**config.mk**
```make
export PLATFORM = sky130hd
export DESIGN_NAME = ddr_train_ctrl
export DESIGN_NICKNAME = d
export VERILOG_FILES = /design/src/hdl/wlfc_pkg.sv /design/src/hdl/clk_divider.sv /design/src/hdl/ddr_train_ctrl.sv /design/src/hdl/fb_sync.sv
export SDC_FILE = /design/constraint.sdc
export NUM_CORES = 1
export LEC_CHECK = 0
export ABC_CLOCK_PERIOD_IN_PS = 8850
export BUFFER_PORTS_ARGS = -buffer_cell sky130_fd_sc_hd__buf_2
export CAP_MARGIN = 10
export CORE_ASPECT_RATIO = 1.2
export CORE_MARGIN = 2
export CORE_UTILIZATION = 30
export CTS_CLUSTER_SIZE = 25
export DETAILED_ROUTE_END_ITERATION = 16
export PLACE_DENSITY_LB_ADDON = 0.15
export SLEW_MARGIN = 20
export SYNTH_ARGS = -nofsm -noshare
export SYNTH_HDL_FRONTEND = slang
export SYNTH_SLANG_ARGS = --single-unit
```
**constraint.sdc**
```tcl
create_clock -name SYS_CLK -period 8.85 [get_ports SYS_CLK]
set_input_delay 0.4425 -clock SYS_CLK [delete_from_list [all_inputs] [get_ports SYS_CLK]]
set_output_delay 0.4425 -clock SYS_CLK [all_outputs]
set_load 0.005 [all_outputs]
```
**src/hdl/wlfc_pkg.sv**
```systemverilog
package wlfc_pkg;

  // Widths of the timing counts, byte lanes, data pins and address pins.
  localparam int TW        = 10;
  localparam int LANES     = 2;
  localparam int LANE_BITS = 8;
  localparam int DQ_W      = LANES * LANE_BITS;
  localparam int AW        = 14;

  // Strobe pulse length in system clock cycles.
  localparam int PULSE_LEN = 4;

  // Command pin codes as {cs_n, ras_n, cas_n, we_n}.
  localparam logic [3:0] CMD_NOP = 4'h7;
  localparam logic [3:0] CMD_MRS = 4'h0;

  // Mode register selects on the bank pins.
  localparam logic [2:0] BA_MR0 = 3'h0;
  localparam logic [2:0] BA_MR1 = 3'h1;
  localparam logic [2:0] BA_MR2 = 3'h2;

  // Field positions inside the mode register words.
  localparam int MR0_DLL_RESET_BIT = 8;
  localparam int MR1_LEVEL_BIT     = 7;
  localparam int MR1_QOFF_BIT      = 12;

  // Operation codes on the user port.
  localparam logic OP_FREQ  = 1'b0;
  localparam logic OP_LEVEL = 1'b1;

  // Reset value of the address and bank pins.
  localparam logic [AW-1:0] ADDR_IDLE = 14'h0000;
  localparam logic [2:0]    BA_IDLE   = 3'h0;

  // All intervals, counted in memory clock cycles.
  typedef struct packed {
    logic [TW-1:0] tcksre;
    logic [TW-1:0] tcksrx;
    logic [TW-1:0] txp;
    logic [TW-1:0] tmod;
    logic [TW-1:0] tmrd;
    logic [TW-1:0] twldqsen;
    logic [TW-1:0] twlmrd;
    logic [TW-1:0] twlo;
    logic [TW-1:0] taof;
    logic [TW-1:0] tdllk;
  } timing_type;

  // Command pins towards the memory, sampled on the falling memory clock.
  typedef struct packed {
    logic          cs_n;
    logic          ras_n;
    logic          cas_n;
    logic          we_n;
    logic [2:0]    ba;
    logic [AW-1:0] addr;
  } cmd_type;

  typedef enum logic [15:0] {
    ST_IDLE   = 16'h0001,
    ST_START  = 16'h0002,
    ST_PDE    = 16'h0004,
    ST_SWITCH = 16'h0008,
    ST_PDX    = 16'h0010,
    ST_DLLRST = 16'h0020,
    ST_MR2    = 16'h0040,
    ST_RELOCK = 16'h0080,
    ST_WLENT  = 16'h0100,
    ST_ODTON  = 16'h0200,
    ST_DQSEN  = 16'h0400,
    ST_PULSE  = 16'h0800,
    ST_FEEDBK = 16'h1000,
    ST_WLEXIT = 16'h2000,
    ST_WLOFF  = 16'h4000,
    ST_FINAL  = 16'h8000
  } state_type;

endpackage

```
**src/hdl/clk_divider.sv**
```systemverilog
`timescale 1ns/1ps
// Makes the memory clock from the system clock; the half period is in system cycles.
module clk_divider #(
  parameter int DIV_W = 8
) (
  input  wire logic             clk,
  input  wire logic             rst,
  input  wire logic [DIV_W-1:0] half,
  output logic                  ck,
  output logic                  ck_n,
  output logic                  tick
);

  logic [DIV_W-1:0] cnt_r;
  logic             flip;

  // A half period of zero is treated as one so the clock never stalls.
  assign flip = (cnt_r >= half - 1'b1) || (half == '0);

  // Counter and clock pair; tick marks the system cycle of each rising edge.
  always_ff @(posedge clk or posedge rst) begin
    if (rst) begin
      cnt_r <= '0;
      ck    <= 1'b0;
      ck_n  <= 1'b1;
      tick  <= 1'b0;
    end else begin
      tick <= 1'b0;
      if (flip) begin
        cnt_r <= '0;
        ck    <= ~ck;
        ck_n  <= ck;
        tick  <= ~ck; // Rising edge of the memory clock.
      end else begin
        cnt_r <= cnt_r + 1'b1;
      end
    end
  end

endmodule

```
**src/hdl/ddr_train_ctrl.sv**
```systemverilog
`timescale 1ns/1ps
// Overview of operation
// - Clock frequency changes only while the memory sits in precharge power-down.
// - New clock runs stable for the exit interval before leaving the low-power state.
// - ODT stays low through a power-down frequency change.
// - Wait the entry interval after CKE falls; hold ODT and CKE low meanwhile.
// - Stable clock before power-down exit, then after exit delay reset DLL by MRS.
// - Reprogram latencies with CKE high; keep ODT low, CKE high during relock.
// - New clock stays within the speed grade's frequency limits.
// - Termination choice must suit the output buffer setting during leveling.
// - During leveling only NOP, deselect and the closing MRS are issued.
// - One rank levels at a time; other ranks disable outputs via bit 12.
// - ODT after mode delay; strobes driven low after strobe-enable delay.
// - Single strobe edge after settle; feedback read after output delay.
// - Adjust strobe delay per pulse; lock it on a 0 to 1 feedback change.
// - Each byte lane levels on its own from its own feedback bits.
// - Exit: release strobes, drop ODT, then clear leveling bit by MRS.
// - After the closing MRS wait mode delays before further commands.
module ddr_train_ctrl
  import wlfc_pkg::*;
#(
  parameter int               DIV_W     = 8,
  parameter int               DLY_W     = 4,
  parameter logic [DIV_W-1:0] HALF_INIT = 8'h04,
  parameter logic [DIV_W-1:0] HALF_MIN  = 8'h01,
  parameter logic [DIV_W-1:0] HALF_MAX  = 8'h10
) (
  input  wire logic                   SYS_CLK,
  input  wire logic                   RESET,
  input  wire logic                   CMD_VALID,
  input  wire logic                   CMD_OP,
  input  wire logic [DIV_W-1:0]       CMD_HALF,
  input  wire logic [AW-1:0]          CMD_MR0,
  input  wire logic [AW-1:0]          CMD_MR1,
  input  wire logic [AW-1:0]          CMD_MR2,
  input  wire timing_type             TIMING,
  output logic                        CMD_READY,
  output logic                        CMD_DONE,
  output logic                        CMD_ERR,
  output logic [LANES-1:0]            LOCKED,
  output logic                        FAIL,
  output logic [LANES*DLY_W-1:0]      DELAY,
  output logic                        DDR_CK,
  output logic                        DDR_CK_N,
  output logic                        DDR_CKE,
  output cmd_type                     DDR_CMD,
  output logic                        DDR_ODT,
  output logic [LANES-1:0]            DDR_DQS_O,
  output logic [LANES-1:0]            DDR_DQS_N_O,
  output logic [LANES-1:0]            DDR_DQS_OE_N,
  input  wire logic [DQ_W-1:0]        DDR_DQ_I
);

  localparam int PW = DLY_W + 2;
  localparam logic [PW-1:0] PULSE_SPAN = PW'((1 << DLY_W) + PULSE_LEN);
  localparam logic [PW-1:0] PLEN      = PW'(PULSE_LEN);
  localparam logic [DLY_W-1:0] DLY_MAX = '1;

  state_type        st_r;
  logic [TW-1:0]    tmr_r;
  logic [PW-1:0]    pcnt_r;
  logic [DIV_W-1:0] half_r;
  logic [DIV_W-1:0] half_new_r;
  logic             op_r;
  logic [AW-1:0]    mr0_r;
  logic [AW-1:0]    mr1_r;
  logic [AW-1:0]    mr2_r;
  timing_type       tm_r;
  logic [LANES-1:0] prev_r;
  logic [DLY_W-1:0] dly_r [LANES];
  logic             tick;
  logic             adv;
  logic             bad_half;
  logic [LANES-1:0] fb_raw;
  logic [LANES-1:0] fb;
  logic [LANES-1:0] hit;
  logic [LANES-1:0] ovf;
  logic             fin;
  logic             mrs_go;
  logic [2:0]       mrs_ba;
  logic [AW-1:0]    mrs_addr;

  // Memory clock; the controller makes it, so all link logic stays on SYS_CLK.
  clk_divider #(
    .DIV_W (DIV_W)
  ) u_div (
    .clk  (SYS_CLK),
    .rst  (RESET),
    .half (half_r),
    .ck   (DDR_CK),
    .ck_n (DDR_CK_N),
    .tick (tick)
  );

  // Feedback arrives asynchronously, one chosen bit per byte lane.
  genvar l;
  generate
    for (l = 0; l < LANES; l++) begin : g_fb
      assign fb_raw[l] = DDR_DQ_I[l*LANE_BITS];
      assign DELAY[l*DLY_W +: DLY_W] = dly_r[l];
    end
  endgenerate

  fb_sync #(
    .W (LANES)
  ) u_sync (
    .clk  (SYS_CLK),
    .rst  (RESET),
    .din  (fb_raw),
    .dout (fb)
  );

  // Waits end on the memory clock edge at which the timer has run out.
  assign adv      = tick && (tmr_r == '0);
  assign bad_half = (half_new_r < HALF_MIN) || (half_new_r > HALF_MAX);

  // Per-lane verdict from the current feedback sample.
  always_comb begin
    hit = '0;
    ovf = '0;
    for (int i = 0; i < LANES; i++) begin
      hit[i] = !LOCKED[i] && !prev_r[i] && fb[i];
      ovf[i] = !LOCKED[i] && !hit[i] && (dly_r[i] == DLY_MAX);
    end
    fin = (&(LOCKED | hit)) || (|ovf);
  end

  // Mode register writes; the leveling and DLL reset bits are forced here, the rest is the user's word.
  always_comb begin
    mrs_go   = 1'b0;
    mrs_ba   = BA_IDLE;
    mrs_addr = ADDR_IDLE;
    unique case (st_r)
      ST_START: begin
        mrs_go   = adv && (op_r == OP_LEVEL);
        mrs_ba   = BA_MR1;
        mrs_addr = mr1_r;
        mrs_addr[MR1_LEVEL_BIT] = 1'b1;
      end
      ST_PDX: begin
        mrs_go   = adv;
        mrs_ba   = BA_MR0;
        mrs_addr = mr0_r;
        mrs_addr[MR0_DLL_RESET_BIT] = 1'b1;
      end
      ST_DLLRST: begin
        mrs_go   = adv;
        mrs_ba   = BA_MR2;
        mrs_addr = mr2_r;
      end
      ST_WLEXIT: begin
        mrs_go   = adv;
        mrs_ba   = BA_MR1;
        mrs_addr = mr1_r;
        mrs_addr[MR1_LEVEL_BIT] = 1'b0;
      end
      default: begin
        mrs_go = 1'b0;
      end
    endcase
  end

  // Timer load: a count of n ends n memory clock edges later, and a count of zero after one.
  function automatic logic [TW-1:0] tload(input logic [TW-1:0] n);
    tload = (n == '0) ? '0 : n - 1'b1;
  endfunction

  // Sequencer state, wait timer and ready flag.
  always_ff @(posedge SYS_CLK or posedge RESET) begin
    if (RESET) begin
      st_r      <= ST_IDLE;
      tmr_r     <= '0;
      CMD_READY <= 1'b1;
    end else begin
      if (tick && (tmr_r != '0)) begin
        tmr_r <= tmr_r - 1'b1;
      end
      unique case (st_r)
        ST_IDLE: if (CMD_VALID) begin
          st_r      <= ST_START;
          CMD_READY <= 1'b0;
        end
        ST_START: if (adv) begin
          if (op_r == OP_LEVEL) begin
            st_r  <= ST_WLENT;
            tmr_r <= tload(tm_r.tmod);
          end else if (bad_half) begin
            st_r      <= ST_IDLE;
            CMD_READY <= 1'b1;
          end else begin
            st_r  <= ST_PDE;
            tmr_r <= tload(tm_r.tcksre);
          end
        end
        ST_PDE: if (adv) begin
          st_r  <= ST_SWITCH;
          tmr_r <= tload(tm_r.tcksrx);
        end
        ST_SWITCH: if (adv) begin
          st_r  <= ST_PDX;
          tmr_r <= tload(tm_r.txp);
        end
        ST_PDX: if (adv) begin
          st_r  <= ST_DLLRST;
          tmr_r <= tload(tm_r.tmrd);
        end
        ST_DLLRST: if (adv) begin
          st_r  <= ST_MR2;
          tmr_r <= tload(tm_r.tmod);
        end
        ST_MR2: if (adv) begin
          st_r  <= ST_RELOCK;
          tmr_r <= tload(tm_r.tdllk);
        end
        ST_RELOCK: if (adv) begin
          st_r <= ST_FINAL;
        end
        ST_WLENT: if (adv) begin
          st_r  <= ST_ODTON;
          tmr_r <= tload(tm_r.twldqsen);
        end
        ST_ODTON: if (adv) begin
          st_r  <= ST_DQSEN;
          tmr_r <= tload(tm_r.twlmrd);
        end
        ST_DQSEN: if (adv) begin
          st_r <= ST_PULSE;
        end
        ST_PULSE: if (pcnt_r == PULSE_SPAN - 1'b1) begin
          st_r  <= ST_FEEDBK;
          tmr_r <= tm_r.twlo; // One spare edge covers the partial first cycle.
        end
        ST_FEEDBK: if (adv) begin
          if (fin) begin
            st_r  <= ST_WLEXIT;
            tmr_r <= tload(tm_r.taof);
          end else begin
            st_r  <= ST_DQSEN;
            tmr_r <= tload(tm_r.twlmrd);
          end
        end
        ST_WLEXIT: if (adv) begin
          st_r  <= ST_WLOFF;
          tmr_r <= tload(tm_r.tmod);
        end
        ST_WLOFF: if (adv) begin
          st_r <= ST_FINAL;
        end
        ST_FINAL: begin
          st_r      <= ST_IDLE;
          CMD_READY <= 1'b1;
        end
      endcase
    end
  end

  // Request capture; the words are held for the whole sequence.
  always_ff @(posedge SYS_CLK or posedge RESET) begin
    if (RESET) begin
      op_r       <= OP_FREQ;
      half_new_r <= HALF_INIT;
      mr0_r      <= ADDR_IDLE;
      mr1_r      <= ADDR_IDLE;
      mr2_r      <= ADDR_IDLE;
      tm_r       <= '0;
    end else if ((st_r == ST_IDLE) && CMD_VALID) begin
      op_r       <= CMD_OP;
      half_new_r <= CMD_HALF;
      mr0_r      <= CMD_MR0;
      mr1_r      <= CMD_MR1;
      mr2_r      <= CMD_MR2;
      tm_r       <= TIMING;
    end
  end

  // Divider ratio changes only once power-down has settled, never elsewhere.
  always_ff @(posedge SYS_CLK or posedge RESET) begin
    if (RESET) begin
      half_r <= HALF_INIT;
    end else if ((st_r == ST_PDE) && adv) begin
      half_r <= half_new_r;
    end
  end

  // Command pins last one memory clock; everything else is NOP.
  always_ff @(posedge SYS_CLK or posedge RESET) begin
    if (RESET) begin
      DDR_CMD <= {CMD_NOP, BA_IDLE, ADDR_IDLE};
    end else if (tick) begin
      if (mrs_go) begin
        DDR_CMD <= {CMD_MRS, mrs_ba, mrs_addr};
      end else begin
        DDR_CMD <= {CMD_NOP, BA_IDLE, ADDR_IDLE};
      end
    end
  end

  // CKE falls to enter power-down and rises after the new clock has settled.
  always_ff @(posedge SYS_CLK or posedge RESET) begin
    if (RESET) begin
      DDR_CKE <= 1'b1;
    end else if ((st_r == ST_START) && adv && (op_r == OP_FREQ) && !bad_half) begin
      DDR_CKE <= 1'b0;
    end else if ((st_r == ST_SWITCH) && adv) begin
      DDR_CKE <= 1'b1;
    end
  end

  // ODT is raised only inside leveling, so frequency changes and relock see it low.
  always_ff @(posedge SYS_CLK or posedge RESET) begin
    if (RESET) begin
      DDR_ODT <= 1'b0;
    end else if ((st_r == ST_WLENT) && adv) begin
      DDR_ODT <= 1'b1;
    end else if ((st_r == ST_FEEDBK) && adv && fin) begin
      DDR_ODT <= 1'b0;
    end
  end

  // Pulse phase counter in system cycles, giving the strobe delay its resolution.
  always_ff @(posedge SYS_CLK or posedge RESET) begin
    if (RESET) begin
      pcnt_r <= '0;
    end else if (st_r == ST_PULSE) begin
      pcnt_r <= pcnt_r + 1'b1;
    end else begin
      pcnt_r <= '0;
    end
  end

  // Strobes: driven low from strobe enable, one delayed high pulse per lane, released on exit.
  always_ff @(posedge SYS_CLK or posedge RESET) begin
    if (RESET) begin
      DDR_DQS_O    <= '0;
      DDR_DQS_N_O  <= '1;
      DDR_DQS_OE_N <= '1;
    end else begin
      if ((st_r == ST_ODTON) && adv) begin
        DDR_DQS_OE_N <= '0;
      end else if ((st_r == ST_FEEDBK) && adv && fin) begin
        DDR_DQS_OE_N <= '1;
      end
      for (int i = 0; i < LANES; i++) begin
        if ((st_r == ST_PULSE) && (pcnt_r >= PW'(dly_r[i])) && (pcnt_r < PW'(dly_r[i]) + PLEN)) begin
          DDR_DQS_O[i]   <= 1'b1;
          DDR_DQS_N_O[i] <= 1'b0;
        end else begin
          DDR_DQS_O[i]   <= 1'b0;
          DDR_DQS_N_O[i] <= 1'b1;
        end
      end
    end
  end

  // Per-lane search; the previous sample starts at one so stale data cannot fake a rise.
  always_ff @(posedge SYS_CLK or posedge RESET) begin
    if (RESET) begin
      LOCKED <= '0;
      FAIL   <= 1'b0;
      prev_r <= '1;
      for (int i = 0; i < LANES; i++) begin
        dly_r[i] <= '0;
      end
    end else if ((st_r == ST_START) && adv && (op_r == OP_LEVEL)) begin
      LOCKED <= '0;
      FAIL   <= 1'b0;
      prev_r <= '1;
      for (int i = 0; i < LANES; i++) begin
        dly_r[i] <= '0;
      end
    end else if ((st_r == ST_FEEDBK) && adv) begin
      FAIL <= |ovf;
      for (int i = 0; i < LANES; i++) begin
        if (!LOCKED[i]) begin
          prev_r[i] <= fb[i];
          if (hit[i]) begin
            LOCKED[i] <= 1'b1;
          end else if (!ovf[i]) begin
            dly_r[i] <= dly_r[i] + 1'b1;
          end
        end
      end
    end
  end

  // Completion and refusal pulses.
  always_ff @(posedge SYS_CLK or posedge RESET) begin
    if (RESET) begin
      CMD_DONE <= 1'b0;
      CMD_ERR  <= 1'b0;
    end else begin
      CMD_DONE <= (st_r == ST_FINAL);
      CMD_ERR  <= (st_r == ST_START) && adv && (op_r == OP_FREQ) && bad_half;
    end
  end

endmodule

```
**src/hdl/fb_sync.sv**
```systemverilog
`timescale 1ns/1ps
// Three-stage synchroniser; a change counts once stages two and three agree.
module fb_sync #(
  parameter int W = 2
) (
  input  wire logic         clk,
  input  wire logic         rst,
  input  wire logic [W-1:0] din,
  output logic [W-1:0]      dout
);

  logic [W-1:0] s1_r;
  logic [W-1:0] s2_r;
  logic [W-1:0] s3_r;

  genvar i;
  generate
    for (i = 0; i < W; i++) begin : g_bit
      // The first stage feeds only the second, to keep metastability contained.
      always_ff @(posedge clk or posedge rst) begin
        if (rst) begin
          s1_r[i] <= 1'b0;
          s2_r[i] <= 1'b0;
          s3_r[i] <= 1'b0;
          dout[i] <= 1'b0;
        end else begin
          s1_r[i] <= din[i];
          s2_r[i] <= s1_r[i];
          s3_r[i] <= s2_r[i];
          if (s2_r[i] == s3_r[i]) begin
            dout[i] <= s3_r[i];
          end
        end
      end
    end
  endgenerate

endmodule

```
==> results.sh <==
export IMPL_synthDistinctLibCells=88
export IMPL_hp_class="in2async"
export IMPL_detail_route_antenna_nets=0
export IMPL_fmax_mhz=265
export IMPL_tns_ps=0
export IMPL_cp_max_fo=76
export IMPL_finalHoldViolCount=2
export IMPL_totalWireLength_mm=41.9
export IMPL_antenna_cells=0
export IMPL_area_delta_synth_final_pct=19.1
export IMPL_cts_hold_buf=2
export IMPL_post_route_min_period_ps=3770
export IMPL_leakage_nw=7.52
export IMPL_slew_violations=0
export IMPL_boundaryPins=215
export IMPL_viasPerCell=5.03
export IMPL_maxCapViolations=0
export IMPL_holdWs_ps=-1.88
export IMPL_finalCritPeriodShare_pct=42.6
export IMPL_worst_setup_path_start_kind="register"
export IMPL_synthArstFlopShare_pct=100
export IMPL_r2r_slack_ps=5080
export IMPL_cpMaxStageDelayCell="buf_4"
export IMPL_clkSlewWorstSetupHoldPaths_ps=60
export IMPL_max_stage_delay_ps=670
export IMPL_final_common_cell="dfrtp_1"
export IMPL_ir_worst_vdd_uv=167
export IMPL_antenna_found_initial=0
export IMPL_dpl_cell_area_um2=15400
export IMPL_fp_row_count=86
export IMPL_overflow=0
export IMPL_root_buffer="clkbuf_16"
export IMPL_setup_slack_ps=5080
export IMPL_tightest_slew_ps=1070
export IMPL_clkSinkCount=248
export IMPL_cp_arrival_ps=4210
export IMPL_slew_limit_headroom_pct=28.6
export IMPL_post_route_cells_drive_above_1_share_pct=24.5
export IMPL_die_x_um=200
export IMPL_status="finished, violations left"
export IMPL_vias=10700
export IMPL_core_area_um2=45700
export IMPL_cts_setup_buffers=0
export IMPL_clkLatencyLatePin_ps=570
export IMPL_layout_common_cells="dfrtp_1 (236), buf_2 (196), mux2_1 (102)"
export IMPL_syn_inst=1292
export IMPL_synth_edf_count=0
export IMPL_cts_buffer_depth=3
export IMPL_rsz0062_at_grt="false"
export IMPL_yosysSeqAreaShare_pct=45.0
export IMPL_cp_common_cell="buf_4"
export IMPL_r2r_start="st_r[15]"
export IMPL_final_nets=1688
export IMPL_hpwl_mm=31.4
export IMPL_grt_pass1_vias=10800
export IMPL_p_per_area_nw_per_um2=238
export IMPL_ys_ff_latch=248
export IMPL_setup_viol=0
export IMPL_design_die_area_um2=47800
export IMPL_synth_ff_type="dfrtp_1"
export IMPL_fin_area_um2=16500
export IMPL_dr_pass1_iters=5
export IMPL_clock_skew_ps=17.2
export IMPL_nFillCells=4652
export IMPL_portBuffers=196
export IMPL_cts_htree_levels=1
export IMPL_grt_pass1_wl_mm=63.9
export IMPL_regToRegEndpoint="half_new_r[4]"
export IMPL_post_drt_wl_per_cell_um=19.8
export IMPL_cts_tree="built"
export IMPL_fp_dieH_um=239
export IMPL_syn_area_per_cell_um2=10.7
export IMPL_violations="negative hold slack"
export IMPL_gp_congestion=0.927
export IMPL_cp_cell_sequence="nor4_4 -> buf_4 -> nand4_2 -> nor3b_1 -> nand2_4 -> buf_4 -> mux2_1"
export IMPL_initial_utilization_pct=30.2
export IMPL_reg2reg_depth=7
export IMPL_cts_buffers=30
export IMPL_track_usage_pct=17.6
export IMPL_drc=0
export IMPL_drt_initial_drc_count=542
export IMPL_cp_required_ps=9290
export IMPL_endpoint_kind="register"
export IMPL_dp_slack_ps=5010
export IMPL_yosysWarnings=0
export IMPL_crit_type="reg2reg"
export IMPL_grt_max_degree=120
export IMPL_cts_resized=0
export IMPL_syn_cell_area_um2=13800
[worst max-delay path, delay by kind of cell (launching register included)]
kind                   cells  cell delay, ps
buffers and inverters      2             940
DFF                        1             490
and+or+nand+nor            4            1680
muxes                      1             450
[final cells by class]
class	instances	area [um^2]	share of cell area, %
Sequential cell	248	6220	37.8
Multi-Input combinational cell	918	7030	42.7
Clock buffer	41	893	5.43
Tap cell	616	771	4.69
Inverter	68	263	1.60
Clock inverter	15	176	1.07
Timing Repair Buffer	211	1100	6.68
[how the worst max path moves through the flow]
| stage | startpoint | end | cells past startpoint |
|---|---|---|---|
| finish | st_r[15] | half_new_r[4] | 7 |
| global route | st_r[15] | half_new_r[1] | 7 |
| CTS | st_r[12] | mr1_r[12] | 7 |
| detailed placement | st_r[15] | mr1_r[12] | 7 |
| global placement | st_r[4] | mr1_r[12] | 7 |
| floorplan | RESET | CMD_DONE | 1 |
[flip-flops by register name, indices dropped and copies added (netlist names), 6 cells and up]
| signal | flops |
|---|---|
| DELAY | 8 |
| tm_r | 100 |
| half_r | 8 |
| tmr_r | 10 |
| u_div.cnt_r | 8 |
| DDR_CMD | 17 |
| mr2_r | 14 |
| st_r | 16 |
| mr1_r | 13 |
| pcnt_r | 6 |
| mr0_r | 13 |
| half_new_r | 8 |
[synthesized netlist by cell type (5+ instances only)]
library cell / instances / share of area [%]
buf_6: 10 / 0.82
and4_1: 5 / 0.32
nor4b_1: 18 / 1.1
a21o_1: 11 / 0.60
dfrtp_1: 236 / 43
and3_1: 7 / 0.32
nor4_4: 5 / 0.77
o221ai_1: 7 / 0.44
nand3_1: 29 / 1.1
nor2_1: 89 / 2.4
a222oi_1: 5 / 0.36
dfstp_2: 12 / 2.3
a22o_1: 10 / 0.63
mux2i_1: 10 / 0.72
nand2b_1: 18 / 0.82
and2_1: 5 / 0.23
mux2_1: 102 / 8.3
or4_1: 17 / 0.92
nor4_1: 32 / 1.4
o21ai_0: 25 / 0.91
buf_1: 5 / 0.14
a221oi_1: 6 / 0.38
nand4_1: 13 / 0.59
mux2_2: 61 / 5.0
buf_2: 10 / 0.36
xor2_1: 30 / 1.9
nor2b_1: 12 / 0.54
o211ai_1: 7 / 0.38
a21oi_1: 41 / 1.5
o31ai_1: 9 / 0.49
ha_1: 41 / 3.7
o22ai_1: 21 / 0.95
or2_2: 7 / 0.32
a211oi_1: 9 / 0.49
clkbuf_1: 26 / 0.71
buf_4: 7 / 0.38
nand2_1: 62 / 1.7
a22oi_1: 7 / 0.38
nor3_1: 49 / 1.8
or3_1: 12 / 0.54
inv_1: 68 / 1.8
xnor2_1: 53 / 3.4
o21ai_1: 5 / 0.18
[per-layer routing]
metal  share of wire (%)  global-route usage (%)  vias to the layer above
met1                  40                    20.8                     5222
met5                   0                       0                        -
met2                  51                    31.5                      234
met3                 4.0                    2.48                       79
met4                 4.3                    7.72                        0
li1                    -                       -                     5123
[logic make-up (layout without fill, tap and decap cells)]
kind of cell | after synthesis | after routing | synth area share [%]
xor gates and xnor gates | 83 | 83 | 5.26
AOI/OAI and AO/OA | 211 | 211 | 10.9
buffers and inverters | 127 | 335 | 4.28
DFF | 248 | 248 | 45.0
muxes | 173 | 173 | 14.0
and+or+nand+nor | 406 | 406 | 16.6
other | 1 | 2 | 0.0271
adders and majority gates | 43 | 43 | 3.86
[through the flow]
stage	utilization (%)	instances	total power [mW]
6_report	36.0	2117	3.92
3_3_place_gp	33.6	2059	2.62
4_1_cts	36.0	2117	3.98
3_5_place_dp	33.6	2059	2.63
5_1_grt	36.0	2117	4.16
2_1_floorplan	-	1293	2.26
[power by group]
part,internal [mW],switching [mW],total (mW)
clock network,0.795,0.517,1.31
logic,0.458,0.656,1.11
registers,1.30,0.192,1.50
total,2.56,1.36,3.92
Note: power is estimated with default switching activity, not from simulation.
